[config.mk]
export PLATFORM = sky130hd
export DESIGN_NAME = ixl_exec
export DESIGN_NICKNAME = d
export VERILOG_FILES = /design/src/core/ixl_pkg.sv /design/src/core/ixl_decode.sv /design/src/core/ixl_exec.sv
export VERILOG_INCLUDE_DIRS = /design/src /design/src/core
export SDC_FILE = /design/constraint.sdc
export NUM_CORES = 1
export LEC_CHECK = 0
export BUFFER_PORTS_ARGS = -buffer_cell sky130_fd_sc_hd__buf_2
export CORE_MARGIN = 2
export CORE_UTILIZATION = 41
export DETAILED_ROUTE_END_ITERATION = 8
export GPL_TIMING_DRIVEN = 0
export PLACE_DENSITY = 0.71
export SLEW_MARGIN = 25
export SYNTH_ARGS = -nofsm -noshare
export SYNTH_HDL_FRONTEND = slang
export SYNTH_SLANG_ARGS = --single-unit
[constraint.sdc]
create_clock -name i_clk -period 1.43 [get_ports i_clk]
set_input_delay 0.143 -clock i_clk [delete_from_list [all_inputs] [get_ports i_clk]]
set_output_delay 0.143 -clock i_clk [all_outputs]
set_load 0.005 [all_outputs]
[src/core/ixl_cfg.svh]
`ifndef IXL_CFG_SVH
`define IXL_CFG_SVH
// instruction word layout
`define IXL_IW_W        10
`define IXL_NIB_W       4
// index-increment opcode, full word
`define IXL_INY_CODE    10'h013
// accumulator load: top six bits 000111
`define IXL_LA_HI_MSB   9
`define IXL_LA_HI_LSB   4
`define IXL_LA_HI_CODE  6'h07
// index-pair load: top two bits 11
`define IXL_LXY_HI_MSB  9
`define IXL_LXY_HI_LSB  8
`define IXL_LXY_HI_CODE 2'h3
`define IXL_LXY_X_MSB   7
`define IXL_LXY_X_LSB   4
`define IXL_LXY_Y_MSB   3
`define IXL_LXY_Y_LSB   0
// increment step and wrap value
`define IXL_Y_STEP      4'h1
`define IXL_NIB_ZERO    4'h0
`define IXL_RST_NIB     4'h0
`endif

[src/core/ixl_pkg.sv]
package ixl_pkg;
  typedef logic [9:0] ixl_word_t;
  typedef logic [3:0] ixl_nib_t;
  typedef enum logic [1:0] {IXL_OP_OTHER, IXL_OP_INY, IXL_OP_LA, IXL_OP_LXY} ixl_op_e;
endpackage

[src/core/ixl_decode.sv]
`timescale 1ns/100ps
`default_nettype none
`include "ixl_cfg.svh"
// pure opcode classifier for the three handled instructions
module ixl_decode
  import ixl_pkg::*;
(
  input  wire ixl_pkg::ixl_word_t i_word,
  output ixl_pkg::ixl_op_e        o_op,
  output ixl_pkg::ixl_nib_t       o_imm_hi,
  output ixl_pkg::ixl_nib_t       o_imm_lo
);
  // exact match first, then prefix classes
  always_comb begin
    o_op = IXL_OP_OTHER;
    if (i_word == `IXL_INY_CODE) begin
      o_op = IXL_OP_INY;
    end else if (i_word[`IXL_LA_HI_MSB:`IXL_LA_HI_LSB] == `IXL_LA_HI_CODE) begin
      o_op = IXL_OP_LA;
    end else if (i_word[`IXL_LXY_HI_MSB:`IXL_LXY_HI_LSB] == `IXL_LXY_HI_CODE) begin
      o_op = IXL_OP_LXY;
    end
  end
  // x field and y / n field
  assign o_imm_hi = i_word[`IXL_LXY_X_MSB:`IXL_LXY_X_LSB];
  assign o_imm_lo = i_word[`IXL_LXY_Y_MSB:`IXL_LXY_Y_LSB];
endmodule
`default_nettype wire

[src/core/ixl_exec.sv]
`timescale 1ns/100ps
`default_nettype none
`include "ixl_cfg.svh"
// Overview of operation
// - index-increment adds one to Y and stores result in Y.
// - skip next instruction when incremented Y wraps to zero.
// - accumulator load puts 4-bit immediate into A in one cycle.
// - index-pair load is top bits 11, X field next, Y field lowest.
// - index-pair load writes X and Y immediates in the same cycle.
// - in a run of accumulator loads or of index-pair loads only the first can execute; a skipped first word leaves none executed.
module ixl_exec
  import ixl_pkg::*;
(
  input  wire logic              i_clk,
  input  wire logic              i_rst_n,
  input  wire logic              i_valid,
  input  wire ixl_pkg::ixl_word_t i_word,
  input  wire logic              i_skip,
  input  wire logic              i_carry_flag,
  output logic                   o_handled,
  output logic                   o_skipped,
  output logic                   o_skip_next,
  output ixl_pkg::ixl_nib_t      o_acc,
  output ixl_pkg::ixl_nib_t      o_x,
  output ixl_pkg::ixl_nib_t      o_y,
  output logic                   o_carry_flag
);
  import ixl_pkg::*;

  ixl_op_e  op;
  ixl_nib_t imm_hi;
  ixl_nib_t imm_lo;
  ixl_nib_t acc_reg, acc_next;
  ixl_nib_t x_reg, x_next;
  ixl_nib_t y_reg, y_next;
  ixl_nib_t y_inc;
  ixl_op_e  prev_reg, prev_next;
  logic     skipn_reg, skipn_next;
  logic     run_skip;

  ixl_decode u_decode (
    .i_word   (i_word),
    .o_op     (op),
    .o_imm_hi (imm_hi),
    .o_imm_lo (imm_lo)
  );

  // slices come from the layout macros; refuse a package that disagrees with them
  if (($bits(ixl_word_t) != `IXL_IW_W) || ($bits(ixl_nib_t) != `IXL_NIB_W)) begin : g_layout_chk
    $error("instruction word or nibble width does not match the layout");
  end

  assign y_inc = y_reg + `IXL_Y_STEP;
  // a load right after the same load is treated as skipped
  assign run_skip = ((op == IXL_OP_LA) && (prev_reg == IXL_OP_LA))
                 || ((op == IXL_OP_LXY) && (prev_reg == IXL_OP_LXY));

  // next-state: one instruction per valid cycle
  always_comb begin
    acc_next   = acc_reg;
    x_next     = x_reg;
    y_next     = y_reg;
    prev_next  = prev_reg;
    skipn_next = skipn_reg;
    if (i_valid) begin
      // run tracking follows every fetched word, skipped or not
      prev_next  = op;
      skipn_next = 1'b0;
      if (!i_skip && !run_skip) begin
        unique case (op)
          IXL_OP_INY: begin
            y_next     = y_inc;
            skipn_next = (y_inc == `IXL_NIB_ZERO);
          end
          IXL_OP_LA: begin
            acc_next = imm_lo;
          end
          IXL_OP_LXY: begin
            x_next = imm_hi;
            y_next = imm_lo;
          end
          IXL_OP_OTHER: begin
          end
        endcase
      end
    end
  end

  // registers only
  always_ff @(posedge i_clk or negedge i_rst_n) begin
    if (!i_rst_n) begin
      acc_reg   <= `IXL_RST_NIB;
      x_reg     <= `IXL_RST_NIB;
      y_reg     <= `IXL_RST_NIB;
      prev_reg  <= IXL_OP_OTHER;
      skipn_reg <= 1'b0;
    end else begin
      acc_reg   <= acc_next;
      x_reg     <= x_next;
      y_reg     <= y_next;
      prev_reg  <= prev_next;
      skipn_reg <= skipn_next;
    end
  end

  assign o_acc        = acc_reg;
  assign o_x          = x_reg;
  assign o_y          = y_reg;
  assign o_skip_next  = skipn_reg;
  assign o_handled    = i_valid && (op != IXL_OP_OTHER);
  assign o_skipped    = i_valid && (i_skip || run_skip);
  assign o_carry_flag = i_carry_flag;

  property p_iny_inc;
    @(posedge i_clk) disable iff (!i_rst_n)
      (i_valid && !i_skip && op == IXL_OP_INY) |=> (o_y == $past(y_reg) + `IXL_Y_STEP);
  endproperty
  a_iny_inc: assert property (p_iny_inc) else $error("y not incremented");
  property p_iny_skip;
    @(posedge i_clk) disable iff (!i_rst_n)
      (i_valid && !i_skip && op == IXL_OP_INY) |=> (o_skip_next == (o_y == `IXL_NIB_ZERO));
  endproperty
  a_iny_skip: assert property (p_iny_skip) else $error("skip after wrap wrong");
  property p_la_load;
    @(posedge i_clk) disable iff (!i_rst_n)
      (i_valid && !i_skip && !run_skip && op == IXL_OP_LA) |=> (o_acc == $past(imm_lo));
  endproperty
  a_la_load: assert property (p_la_load) else $error("acc not loaded");
  property p_la_run;
    @(posedge i_clk) disable iff (!i_rst_n)
      (i_valid && op == IXL_OP_LA && prev_reg == IXL_OP_LA) |=> $stable(o_acc);
  endproperty
  a_la_run: assert property (p_la_run) else $error("second acc load executed");
  property p_lxy_dec;
    @(posedge i_clk) disable iff (!i_rst_n)
      (i_word[`IXL_LXY_HI_MSB:`IXL_LXY_HI_LSB] == `IXL_LXY_HI_CODE) |-> (op == IXL_OP_LXY);
  endproperty
  a_lxy_dec: assert property (p_lxy_dec) else $error("pair load not decoded");
  property p_lxy_load;
    @(posedge i_clk) disable iff (!i_rst_n)
      (i_valid && !i_skip && !run_skip && op == IXL_OP_LXY)
        |=> (o_x == $past(imm_hi)) && (o_y == $past(imm_lo));
  endproperty
  a_lxy_load: assert property (p_lxy_load) else $error("x or y not loaded");
  property p_lxy_run;
    @(posedge i_clk) disable iff (!i_rst_n)
      (i_valid && op == IXL_OP_LXY && prev_reg == IXL_OP_LXY) |=> ($stable(o_x) && $stable(o_y));
  endproperty
  a_lxy_run: assert property (p_lxy_run) else $error("second pair load executed");
  property p_carry;
    @(posedge i_clk) disable iff (!i_rst_n)
      o_carry_flag == i_carry_flag;
  endproperty
  a_carry: assert property (p_carry) else $error("carry altered");
  property p_skip_once;
    @(posedge i_clk) disable iff (!i_rst_n)
      (o_skip_next && i_valid) |=> !o_skip_next;
  endproperty
  a_skip_once: assert property (p_skip_once) else $error("skip held too long");

  // side effects: each op writes only its own registers
  property p_iny_keep;
    @(posedge i_clk) disable iff (!i_rst_n)
      (i_valid && !i_skip && op == IXL_OP_INY) |=> ($stable(o_x) && $stable(o_acc));
  endproperty
  a_iny_keep: assert property (p_iny_keep) else $error("increment touched x or acc");
  property p_la_keep;
    @(posedge i_clk) disable iff (!i_rst_n)
      (i_valid && !i_skip && !run_skip && op == IXL_OP_LA) |=> ($stable(o_x) && $stable(o_y));
  endproperty
  a_la_keep: assert property (p_la_keep) else $error("acc load touched x or y");
  property p_lxy_keep;
    @(posedge i_clk) disable iff (!i_rst_n)
      (i_valid && !i_skip && !run_skip && op == IXL_OP_LXY) |=> $stable(o_acc);
  endproperty
  a_lxy_keep: assert property (p_lxy_keep) else $error("pair load touched acc");
  // a refused word changes none of acc, x and y and is reported as skipped
  property p_skip_hold;
    @(posedge i_clk) disable iff (!i_rst_n)
      (i_valid && i_skip) |=> ($stable(o_acc) && $stable(o_x) && $stable(o_y));
  endproperty
  a_skip_hold: assert property (p_skip_hold) else $error("skipped word changed a register");
  property p_skip_flag;
    @(posedge i_clk) disable iff (!i_rst_n)
      (i_valid && i_skip) |-> o_skipped;
  endproperty
  a_skip_flag: assert property (p_skip_flag) else $error("skipped word not flagged");
  // without a word nothing moves, the pending skip request included
  property p_idle_hold;
    @(posedge i_clk) disable iff (!i_rst_n)
      !i_valid |=> ($stable(o_acc) && $stable(o_x) && $stable(o_y)
                    && $stable(o_skip_next));
  endproperty
  a_idle_hold: assert property (p_idle_hold) else $error("state moved without a word");
  // repeats of a load are flagged skipped in the same cycle
  property p_la_flag;
    @(posedge i_clk) disable iff (!i_rst_n)
      (i_valid && op == IXL_OP_LA && prev_reg == IXL_OP_LA) |-> o_skipped;
  endproperty
  a_la_flag: assert property (p_la_flag) else $error("repeated acc load not flagged");
  property p_lxy_flag;
    @(posedge i_clk) disable iff (!i_rst_n)
      (i_valid && op == IXL_OP_LXY && prev_reg == IXL_OP_LXY) |-> o_skipped;
  endproperty
  a_lxy_flag: assert property (p_lxy_flag) else $error("repeated pair load not flagged");
  // the skip request only ever rises on a wrap to zero
  property p_skip_cause;
    @(posedge i_clk) disable iff (!i_rst_n)
      $rose(o_skip_next) |-> (o_y == `IXL_NIB_ZERO);
  endproperty
  a_skip_cause: assert property (p_skip_cause) else $error("skip raised without wrap");

  c_wrap: cover property (@(posedge i_clk) disable iff (!i_rst_n) o_skip_next);
  c_la_run: cover property (@(posedge i_clk) disable iff (!i_rst_n)
    i_valid && op == IXL_OP_LA && prev_reg == IXL_OP_LA);
  c_lxy_run: cover property (@(posedge i_clk) disable iff (!i_rst_n)
    i_valid && op == IXL_OP_LXY && prev_reg == IXL_OP_LXY);
  c_skip_word: cover property (@(posedge i_clk) disable iff (!i_rst_n) i_valid && i_skip);
  c_lxy_exec: cover property (@(posedge i_clk) disable iff (!i_rst_n)
    i_valid && !i_skip && !run_skip && op == IXL_OP_LXY);
endmodule
`default_nettype wire

==> flow_summary.json <==
{
  "status": "complete, but fails checks",
  "violations": "negative setup slack",
  "hold_ws_ns": 0.116,
  "io_pins": 31,
  "worstPathRequired_ns": 1.61,
  "critPathBufInv": 1,
  "synthFlopType": "dfrtp_1",
  "wl_mm": 1.99,
  "grt_overflow": 0,
  "cp-end-kind": "flop",
  "dp_hpwl_mm": 1.43,
  "ir_drop_mv": 0.804,
  "drc": 0,
  "syn_area_per_cell_um2": 11.3,
  "ys_seq_area_share_pct": 44.8,
  "worstPathMaxFanout": 6,
  "cts_tree": "built",
  "finalHoldViolCount": 0,
  "timing.fmax_mhz": 668,
  "die_w_um": 49.2,
  "die-area_um2": 2420,
  "cp_slowest_cell": "dfrtp_2",
  "rsz0062_at_grt": "yes",
  "syn-instance-count": 74,
  "yosys.area.top_type_share_pct": 44.8,
  "rows": 16,
  "final_util_pct": 62.8,
  "p_leak_nw": 0.555,
  "dpl_worst_slack_ns": -0.365,
  "yosys_warnings": 0,
  "area_growth_pct": 45.5,
  "grt_use_total_pct": 16.8,
  "max_stage_delay_ns": 0.44,
  "netlist_area_um2": 838,
  "drive_gt1_share_pct": 57.4,
  "n_fill_cell": 162,
  "clkTransAtPathRegs_ns": 0.09,
  "dr.pass1.iters": 4,
  "powerDensity_nw_per_um2": 1060,
  "yosys-top-cells-count": "dfrtp_1 (15), mux2_2 (10), nand2_1 (5)",
  "multi_input_area_um2": 518,
  "gp_routability_congestion": 0.799,
  "worstHoldPathType": "input port to flop",
  "clock_skew_ns": 0.00568,
  "cp.arrival_ns": 1.68,
  "yosysMostFrequentCell": "dfrtp_1",
  "initial_utilization_pct": 43.2,
  "diodes": 0,
  "grt_pass1_wl_mm": 3.15,
  "synth_top_cell_by_area": "dfrtp_1",
  "antenna_found_initial": 0,
  "clockBufferDepth": 2,
  "htree_levels": 1,
  "synth.distinct_cells": 31,
  "r2r_start": "prev_reg[1]",
  "setup_ws_ns": -0.0672,
  "startpoint": "prev_reg[1]",
  "syn_nets": 91,
  "synth.area.top_cells": "dfrtp_1 (45%), mux2_2 (13%), o41ai_4 (3.3%)",
  "io_buffers": 28,
  "nets": 133,
  "path_class": "flop to flop",
  "crit_family": "flip-flops",
  "clock_latency_ns": 0.29,
  "coreArea_um2": 1940,
  "finalCritPeriodShare_pct": 105,
  "vias": 752,
  "clock-sinks": 15,
  "tightest_slew_ns": 0.368,
  "cp-start-kind": "flop",
  "max_cap_viol_count": 0,
  "cts_made_buffers": 3,
  "slew_headroom_pct": 75.4,
  "drv_slew": 0,
  "grt_max_degree": 16,
  "min_period_ns": 1.50,
  "hold_path.startpoint": "i_word[4]",
  "cp_cell_sequence": "a41oi_2, o41ai_4, buf_4, nor2_4, mux2_4",
  "cts_root_buffer": "clkbuf_4",
  "wl_per_cell_um": 14.0,
  "grt_pass1_vias": 704,
  "antenna_left": 0,
  "vias_per_cell": 5.30,
  "synth-seq-cells": 15,
  "fp.dieH_um": 49.2,
  "drt_iter0_drc": 14,
  "setup_viol": 6,
  "synth_enable_flop_cells": 0,
  "async_flop_share_pct": 100,
  "seq_area_um2": 378
}
==> kinds of logic after synthesis <==
kind of cell	synth area share, %
multiplexers	15.2
AO/OA/AOI/OAI	17.2
buffers and inverters	2.69
adder cells (fa/ha/maj)	2.98
AND/OR/NAND/NOR	15.1
flip-flops	44.8
XOR/XNOR	2.09
==> routing by layer <==
metal,global-route usage [%],wire length (um),vias to the layer above
li1,-,-,361
met1,22.5,887,368
met2,25.7,1010,21
met3,4.29,79,2
met4,6.67,9,0
met5,0,0,-
==> metrics by stage <==
| step | instances | total power [mW] | instance area [um2] | setup TNS [ns] |
|---|---|---|---|---|
| after floorplan | 74 | 0.837 | 850 | -0.198 |
| after global placement | 129 | 0.987 | 1020 | -3.32 |
| after detailed placement | 129 | 1.01 | 1020 | -3.63 |
| after CTS | 138 | 1.27 | 1140 | -0.626 |
| after global routing | 142 | 1.39 | 1220 | -0.786 |
| final | 142 | 1.29 | 1220 | -0.172 |
==> layout by cell type, fill, tap and decap left out, types with 2 or more instances in the layout <==
master,instances
ha_1,2
mux2_4,3
buf_2,25
a2bb2oi_1,2
inv_1,2
and3_1,2
nand3_1,3
dfrtp_1,13
xnor2_1,2
mux2_2,8
a211oi_2,2
clkbuf_1,2
a41oi_2,2
dfrtp_2,2
o21ai_0,4
clkbuf_4,3
buf_4,9
nand2_1,5
nor2_1,2
==> timing repair <==
item / in CTS / in global routing
endpoints found under the hold margin: 15 / 0
endpoints found under the setup margin: 15 / 14
buffers inserted: 4 / 4
pin swaps: 4 / 3
hold buffers: 1 / 0
gates resized for setup: 9 / 10
==> worst paths after layout <==
kind,slack (ns),cells past startpoint,endpoint
min in group asynchronous,0.28,2,o_y[2]
max in group asynchronous,0.88,2,prev_reg[0]
worst min-delay path,0.12,2,o_x[0]
worst max register to register,-0.07,5,o_y[1]
worst max-delay path,-0.07,5,o_y[1]
worst min register to register,0.51,1,o_x[1]
==> worst register-to-register path: cells and delay by family, from the launching register on <==
family          cells  cell delay (ns)
buf+inv             1             0.18
simple gates        1             0.12
flops               1             0.44
compound gates      2             0.35
mux                 1             0.31
==> layout make-up <==
class / count / share of cell area (%)
Clock buffer: 4 / 2.15
Sequential cell: 15 / 31.0
Tap cell: 27 / 2.77
Buffer: 2 / 0.923
Timing Repair Buffer: 37 / 19.8
Inverter: 3 / 0.923
Multi-Input combinational cell: 54 / 42.5
==> power breakdown <==
part	switching, mW	internal [mW]	total, mW
combinational	0.193	0.252	0.445
clock	0.139	0.108	0.247
sequential	0.0869	0.513	0.600
total	0.419	0.874	1.29
Note: power is estimated with default switching activity, not from simulation.
